`config.mk`:
```
export PLATFORM = sky130hd
export DESIGN_NAME = csie_compare_skip_exec
export DESIGN_NICKNAME = d
export VERILOG_FILES = /design/src/design/csie_pkg.sv /design/src/design/csie_compare.sv /design/src/design/csie_compare_skip_exec.sv
export SDC_FILE = /design/constraint.sdc
export NUM_CORES = 1
export LEC_CHECK = 0
export ABC_AREA = 1
export BUFFER_PORTS_ARGS = -buffer_cell sky130_fd_sc_hd__buf_2
export CAP_MARGIN = 20
export CORE_MARGIN = 3
export CORE_UTILIZATION = 40
export CTS_CLUSTER_DIAMETER = 60
export DETAILED_ROUTE_END_ITERATION = 8
export GPL_TIMING_DRIVEN = 0
export PLACE_DENSITY = 0.68
export SLEW_MARGIN = 20
export SYNTH_ARGS = -nofsm -noshare
export SYNTH_HDL_FRONTEND = slang
export SYNTH_HIERARCHICAL = 1
export SYNTH_SLANG_ARGS = --single-unit
```
`constraint.sdc`:
```
create_clock -name mclk_i -period 2.3 [get_ports mclk_i]
set_input_delay 0.46 -clock mclk_i [delete_from_list [all_inputs] [get_ports mclk_i]]
set_output_delay 0.46 -clock mclk_i [all_outputs]
set_load 0.05 [all_outputs]
```
`src/design/csie_pkg.sv`:
```
// Constants and types shared by the compare-and-skip executor.
// Assumes a core that runs four clock phases per instruction cycle.
package csie_pkg;

	// ----------------------------------------------------------------
	// Instruction word fields
	// ----------------------------------------------------------------
	localparam int unsigned OPC_MSB   = 15;
	localparam int unsigned OPC_LSB   = 9;
	localparam int unsigned ACC_BIT   = 8;
	localparam int unsigned FADDR_MSB = 7;

	// Opcode field values, bits 15..9
	localparam logic [6:0] OPC_LESS    = 7'h30;
	localparam logic [6:0] OPC_EQUAL   = 7'h31;
	localparam logic [6:0] OPC_GREATER = 7'h32;

	// ----------------------------------------------------------------
	// Access bank mapping
	// ----------------------------------------------------------------
	localparam logic [7:0] ACCESS_SPLIT     = 8'h80;
	localparam logic [3:0] ACCESS_LOW_BANK  = 4'h0;
	localparam logic [3:0] ACCESS_HIGH_BANK = 4'hF;
	localparam int unsigned BANK_WIDTH      = 4;

	// ----------------------------------------------------------------
	// Phase, cycle state and operation types
	// ----------------------------------------------------------------
	typedef enum logic [3:0] {
		PH_Q1 = 4'b0001,
		PH_Q2 = 4'b0010,
		PH_Q3 = 4'b0100,
		PH_Q4 = 4'b1000
	} csie_phase_type;

	typedef enum logic [3:0] {
		ST_IDLE   = 4'b0001,
		ST_CMP    = 4'b0010,
		ST_SKIP_A = 4'b0100,
		ST_SKIP_B = 4'b1000
	} csie_state_type;

	typedef enum logic [2:0] {
		OP_NONE    = 3'b000,
		OP_LESS    = 3'b001,
		OP_EQUAL   = 3'b010,
		OP_GREATER = 3'b100
	} csie_op_type;

	// Reset values
	localparam csie_phase_type PHASE_RST = PH_Q1;
	localparam csie_state_type STATE_RST = ST_IDLE;

endpackage

```
`src/design/csie_compare.sv`:
```
// Unsigned compare of a file operand against the working register.
// Assumes both operands are stable during the processing phase.
`timescale 1ns/1ns

module csie_compare (
	input  wire logic [7:0] file_val_i,
	input  wire logic [7:0] working_register_i,
	output logic            greater_o,
	output logic            less_o,
	output logic            equal_o
);

	logic [8:0] diff;

	// ------------------------------------------------------------
	// Subtract working register from file operand
	// ------------------------------------------------------------
	// Borrow out of the 9-bit difference marks file < working register
	assign diff      = {1'b0, file_val_i} - {1'b0, working_register_i}; // [RQ5]
	assign less_o    = diff[8];
	assign equal_o   = (diff == 9'h000);
	assign greater_o = !diff[8] && (diff != 9'h000);

endmodule // csie_compare

```
`src/design/csie_compare_skip_exec.sv`:
```
// Decoder and executor for the three compare-and-skip instructions.
// Assumes fetch presents the instruction word in Q1, the data memory
// answers a Q2 read by the following clock edge, and fetch reports in
// Q4 whether the already fetched next instruction is two words long.
`timescale 1ns/1ns

// What this block does
// [RQ1] Opcode 0110 010a ffff ffff decodes as compare, skip if greater.
// [RQ2] Opcode 0110 000a ffff ffff decodes as compare, skip if less.
// [RQ3] Greater variant skips only when file byte strictly exceeds working register.
// [RQ4] Less variant skips only when file byte is strictly below working register.
// [RQ5] Compare by unsigned subtraction; no result or flag is written back.
// [RQ6] A true skip discards the fetched word and runs one idle cycle.
// [RQ7] One program word; one cycle without skip, two cycles with skip.
// [RQ8] Skipping a two-word instruction inserts two idle cycles, three total.
// [RQ9] Access bit 0 uses the access bank; bit 1 uses the bank select register.
// [RQ10] Equal variant skips when file byte equals the working register.
// [RQ11] Q1 decode, Q2 read, Q3 process, Q4 no write; skip cycles do nothing.
module csie_compare_skip_exec #(
	parameter int unsigned BANK_W = csie_pkg::BANK_WIDTH
) (
	input  wire logic                  mclk_i,
	input  wire logic                  sys_rst_i,
	input  wire logic                  instr_valid_i,
	input  wire logic [15:0]           instr_word_i,
	input  wire logic [7:0]            working_register_i,
	input  wire logic [BANK_W-1:0]     bank_select_register_i,
	input  wire logic [7:0]            file_rdata_i,
	input  wire logic                  next_two_word_i,
	output csie_pkg::csie_phase_type   phase_o,
	output logic [BANK_W+7:0]          file_addr_o,
	output logic                       file_rd_o,
	output logic                       file_wr_o,
	output logic                       instr_accept_o,
	output logic                       skip_o,
	output logic                       discard_o,
	output logic                       done_o
);
	import csie_pkg::*;

	csie_phase_type    phase_q, phase_d;
	csie_state_type    state_q, state_d;
	csie_op_type       op_q, op_d;
	logic              acc_q, acc_d;
	logic [7:0]        faddr_q, faddr_d;
	logic [BANK_W+7:0] addr_q, addr_d;
	logic [7:0]        work_q, work_d;
	logic              skip_q, skip_d;
	logic              cmp_gt, cmp_lt, cmp_eq;
	csie_op_type       dec_op;

	// ------------------------------------------------------------
	// Helper functions
	// ------------------------------------------------------------
	// Opcode field to operation; anything else is not ours
	function automatic csie_op_type decode_op(input logic [15:0] word);
		case (word[OPC_MSB:OPC_LSB])
			OPC_GREATER: decode_op = OP_GREATER; // [RQ1]
			OPC_LESS:    decode_op = OP_LESS;    // [RQ2]
			OPC_EQUAL:   decode_op = OP_EQUAL;   // [RQ10]
			default:     decode_op = OP_NONE;
		endcase
	endfunction

	// Full data address; the access bank overrides the bank register
	function automatic logic [BANK_W+7:0] bank_addr(input logic acc, input logic [7:0] f,
			input logic [BANK_W-1:0] bank_sel);
		logic [BANK_W-1:0] bank;
		bank = bank_sel;
		if (!acc) begin
			bank = (f >= ACCESS_SPLIT) ? BANK_W'(ACCESS_HIGH_BANK)
			                           : BANK_W'(ACCESS_LOW_BANK); // [RQ9]
		end
		bank_addr = {bank, f};
	endfunction

	assign dec_op = decode_op(instr_word_i);

	// ------------------------------------------------------------
	// Comparator
	// ------------------------------------------------------------
	csie_compare i_csie_compare (
		.file_val_i         (file_rdata_i),
		.working_register_i (work_q),
		.greater_o          (cmp_gt),
		.less_o             (cmp_lt),
		.equal_o            (cmp_eq)
	);

	// ------------------------------------------------------------
	// Phase sequencer
	// ------------------------------------------------------------
	// Four clocks make one instruction cycle
	always_comb begin
		case (phase_q)
			PH_Q1:   phase_d = PH_Q2;
			PH_Q2:   phase_d = PH_Q3;
			PH_Q3:   phase_d = PH_Q4;
			PH_Q4:   phase_d = PH_Q1;
			default: phase_d = PHASE_RST;
		endcase
	end

	always_ff @(posedge mclk_i) begin
		if (sys_rst_i) begin
			phase_q <= PHASE_RST;
		end else begin
			phase_q <= phase_d;
		end
	end

	// ------------------------------------------------------------
	// Instruction cycle control
	// ------------------------------------------------------------
	// Next-value logic; a word offered during skip cycles is ignored,
	// since it is the one being thrown away
	always_comb begin
		state_d = state_q;
		op_d    = op_q;
		acc_d   = acc_q;
		faddr_d = faddr_q;
		addr_d  = addr_q;
		work_d  = work_q;
		skip_d  = skip_q;
		case (phase_q)
			PH_Q1: begin
				// Decode
				if (state_q == ST_IDLE && instr_valid_i && dec_op != OP_NONE) begin // [RQ11]
					state_d = ST_CMP;
					op_d    = dec_op;
					acc_d   = instr_word_i[ACC_BIT];
					faddr_d = instr_word_i[FADDR_MSB:0];
					addr_d  = bank_addr(instr_word_i[ACC_BIT], instr_word_i[FADDR_MSB:0],
						bank_select_register_i); // [RQ9]
					skip_d  = 1'b0;
				end
			end
			PH_Q2: begin
				// Read register f; working register taken alongside
				if (state_q == ST_CMP) begin
					work_d = working_register_i;
				end
			end
			PH_Q3: begin
				// Process data
				if (state_q == ST_CMP) begin
					case (op_q)
						OP_GREATER: skip_d = cmp_gt; // [RQ3]
						OP_LESS:    skip_d = cmp_lt; // [RQ4]
						OP_EQUAL:   skip_d = cmp_eq; // [RQ10]
						default:    skip_d = 1'b0;
					endcase
				end
			end
			PH_Q4: begin
				// No write; choose the next cycle kind
				case (state_q)
					ST_CMP: begin
						if (skip_q) begin
							state_d = next_two_word_i ? ST_SKIP_A : ST_SKIP_B; // [RQ6] [RQ8]
						end else begin
							state_d = ST_IDLE; // [RQ7]
						end
					end
					ST_SKIP_A: state_d = ST_SKIP_B; // [RQ8]
					ST_SKIP_B: state_d = ST_IDLE;   // [RQ6]
					default:   state_d = ST_IDLE;
				endcase
			end
			default: state_d = STATE_RST;
		endcase
	end

	always_ff @(posedge mclk_i) begin
		if (sys_rst_i) begin
			state_q <= STATE_RST;
			op_q    <= OP_NONE;
			acc_q   <= 1'b0;
			faddr_q <= 8'h00;
			addr_q  <= '0;
			work_q  <= 8'h00;
			skip_q  <= 1'b0;
		end else begin
			state_q <= state_d;
			op_q    <= op_d;
			acc_q   <= acc_d;
			faddr_q <= faddr_d;
			addr_q  <= addr_d;
			work_q  <= work_d;
			skip_q  <= skip_d;
		end
	end

	// ------------------------------------------------------------
	// Outputs
	// ------------------------------------------------------------
	// Compare never writes memory or flags, so the write strobe is idle
	assign phase_o        = phase_q;
	assign file_addr_o    = addr_q;
	assign file_rd_o      = (phase_q == PH_Q2) && (state_q == ST_CMP); // [RQ11]
	assign file_wr_o      = 1'b0;                                      // [RQ5]
	assign instr_accept_o = (phase_q == PH_Q1) && (state_q == ST_IDLE)
	                        && instr_valid_i && (dec_op != OP_NONE);
	assign skip_o         = skip_q;
	assign discard_o      = (state_q == ST_SKIP_A) || (state_q == ST_SKIP_B); // [RQ6]
	assign done_o         = (phase_q == PH_Q4)
	                        && ((state_q == ST_CMP && !skip_q) || state_q == ST_SKIP_B); // [RQ7]
endmodule // csie_compare_skip_exec

```
==> run summary <==
Ant diodes = 0
GPL Wtd Cong = 0.8292
Die area = 5774 sq um
Syn Inst Count = 300
DP HPWL = 3647 um
Worst-Skew Late Latency = 270 ps
Yosys top cell area share = 32.69%
H-Tree Level Count = 2
EDFF count, synth = 0
Synth warn = 6
Mapped cell area = 1959 sq um
Final setup viols = 0
Most used DFF post-synth = dfxtp_1
Clock Skews = 2.492 ps
Die Y = 75.99 um
Final instance count without filler cells = 433
Int Power = 0.9289 mW
Outcome = complete, no violations
Critical path type = reg -> out
Worst path cell trace = nor2_2 > nand3_4 > nor3_4 > buf_6 > buf_2
Total CTS buffers = 5
Post-DR vias/cell = 4.621
Commonest non-fill, non-tap cell in the layout = nand2_1
Postcts setup bufs = 0
Initial Util = 43.21%
Synthesis-to-layout area growth = 25.54%
Grt total ovfl = 0
Register area = 641.9 sq um
Net switching fraction of the power = 30.50%
# hold bufs at CTS = 0
R2R Setup Slk = 150 ps
Synth area leader = dfxtp_1
CP required = 1840 ps
Largest net degree at the start of global routing = 11
DRC errors left = 0
Cell Pwr Density = 543.3 nW/um^2
Via count = 2001
Drt wl/cell = 10.32 um
RR Endpoint = skip_o
Final wirelength = 4467 um
Synth top area cells = dfxtp_1 (33%), nand2_1 (12%), nor2_1 (12%)
Async S/R FF share, synth = 0%
RSZ-0062 raised after global routing = yes
Hold_sp = working_register_i[1]
Fin crit period = 2180 ps
Post-Place Cells = 425
Worst r2r src = work_q[0]
CTS max path bufs = 2
Flops & latches, synth = 32
Yosys cell types = 33
Clock root cell = clkbuf_8
Hold Path Class = in -> reg
Number of global-route vias before repair = 1817
Sequential power share = 44.7%
Setup TNS Final = 0 ps
Clk pin slew, worst setup/hold paths = 60 ps
Worst Reg-to-Reg Cells = 14
Crit path DAT = 1720 ps
Most frequent cells in the layout = nand2_1 (64), nor2_1 (62), buf_2 (61)
DR iter-0 viols = 67
Synth Net Count = 349
1st-pass router iterations = 4
Hold Path End = work_q[1]
Period utilization = 94.76%
CP max stage cell = dfxtp_1
IO Port Bufs = 60
Max_cap viols = 0
Fmax = 458.8 MHz
P_leak = 1.227 nW
Die X = 75.99 um
Share of layout cells above drive strength 1 = 26.90%
Sw Pwr = 0.4076 mW
Endpoints failing hold = 0
Core ar. = 4534 sq um
GRT Util Overall = 15.98%
CP peak stage delay = 350 ps
Sequential-to-total area share from yosys stat = 32.69%
# clock sinks = 32
Antenna violations before repair = 0
Post-DRT Antenna Nets = 0
Combined area of the multi-input logic cells = 1139 sq um
First-pass GRT wire length = 7728 um
Worst Setup End Kind = primary output
VDD IR max = 0.3166 mV
Worst-path fanout max = 10
Hold Path Depth = 3
Nets = 416
I/O pin cnt = 62
Row cnt = 24
Pins Over Slew Limit = 0
Critical Path Start Type = flip-flop
CTS tree = yes
Clock power frac = 32.3%
Post-CTS Resized = 0
Fillers = 482
Comb pwr share = 23.0%
Syn_area_per_cell = 6.531 sq um
==> Yosys cell counts (all sizes together), types with 2 or more instances <==
cell    number
dfxtp       32
inv         45
a21boi       2
nand2       68
ha           8
nand3       21
nor3         3
o21ai       23
nor4         2
a21oi       12
buf          4
nor2        71
nand4        2
==> power by group through the flow <==
stage	sequential (mW)	combinational, mW	clock, mW
finish	0.598	0.307	0.432
global route	0.600	0.345	0.474
CTS	0.598	0.306	0.444
detailed placement	0.610	0.305	0
global placement	0.609	0.303	0
floorplan	0.637	0.194	0
==> kinds of logic after synthesis <==
family	synth area share [%]
AO/OA/AOI/OAI	11.05
other	0.1914
AND/OR/NAND/NOR	39.34
adder cells (fa/ha/maj)	6.131
flip-flops	32.69
buffers and inverters	10.60
==> worst max-delay path: cells and delay by family, from the launching register on <==
family,cells,cell delay (ps)
buffers and inverters,2,470
flip-flops,1,350
AND/OR/NAND/NOR,3,630
==> registers in the layout, indices dropped and copies added (netlist names) <==
| name | flops |
|---|---|
| file_addr_o | 12 |
| state_q | 4 |
| skip_o | 1 |
| phase_o | 4 |
| op_q | 3 |
| work_q | 8 |
==> cell type report <==
type	count	share of cell area, %
inverters	45	6.867
well taps	65	3.306
multi-input cells	218	46.29
clock buffers	8	3.662
repair buffers	60	12.21
plain buffers	5	1.577
flip-flops and latches	32	26.09
==> how the worst max path moves through the flow <==
stage               startpoint             end  slack, ps  cells past startpoint
3_5_place_dp   file_rdata_i[0]          skip_o       -140                     16
3_3_place_gp   file_rdata_i[0]          skip_o       -140                     16
2_1_floorplan  file_rdata_i[0]          skip_o        100                     15
6_report            phase_o[2]  instr_accept_o        120                      5
5_1_grt              work_q[0]          skip_o        -40                     14
4_1_cts              work_q[0]          skip_o         80                     14
==> routing by layer <==
| layer | track usage [%] | up-vias | part of all wire (%) |
|---|---|---|---|
| met4 | 4.891 | 0 | 0.78 |
| met1 | 20.58 | 870 | 47 |
| met3 | 3.901 | 2 | 5.9 |
| met2 | 26.42 | 56 | 46 |
| met5 | 0 | - | 0 |
| li1 | - | 1073 | - |
==> through the flow <==
| stage | hold WS, ps | utilization (%) | cell area (sq um) | total power [mW] | setup WS [ps] |
|---|---|---|---|---|---|
| after floorplan | 437.4 | - | 1963 | 0.8313 | 100.1 |
| after global placement | 457.2 | 51.71 | 2345 | 0.9113 | -139.2 |
| after detailed placement | 458.4 | 51.71 | 2345 | 0.9152 | -143.7 |
| after CTS | 409.3 | 53.70 | 2435 | 1.349 | 79.50 |
| after global routing | 415.0 | 54.25 | 2460 | 1.419 | -37.05 |
| final | 408.7 | 54.25 | 2460 | 1.336 | 120.4 |
(Power assumes the default switching activity.)
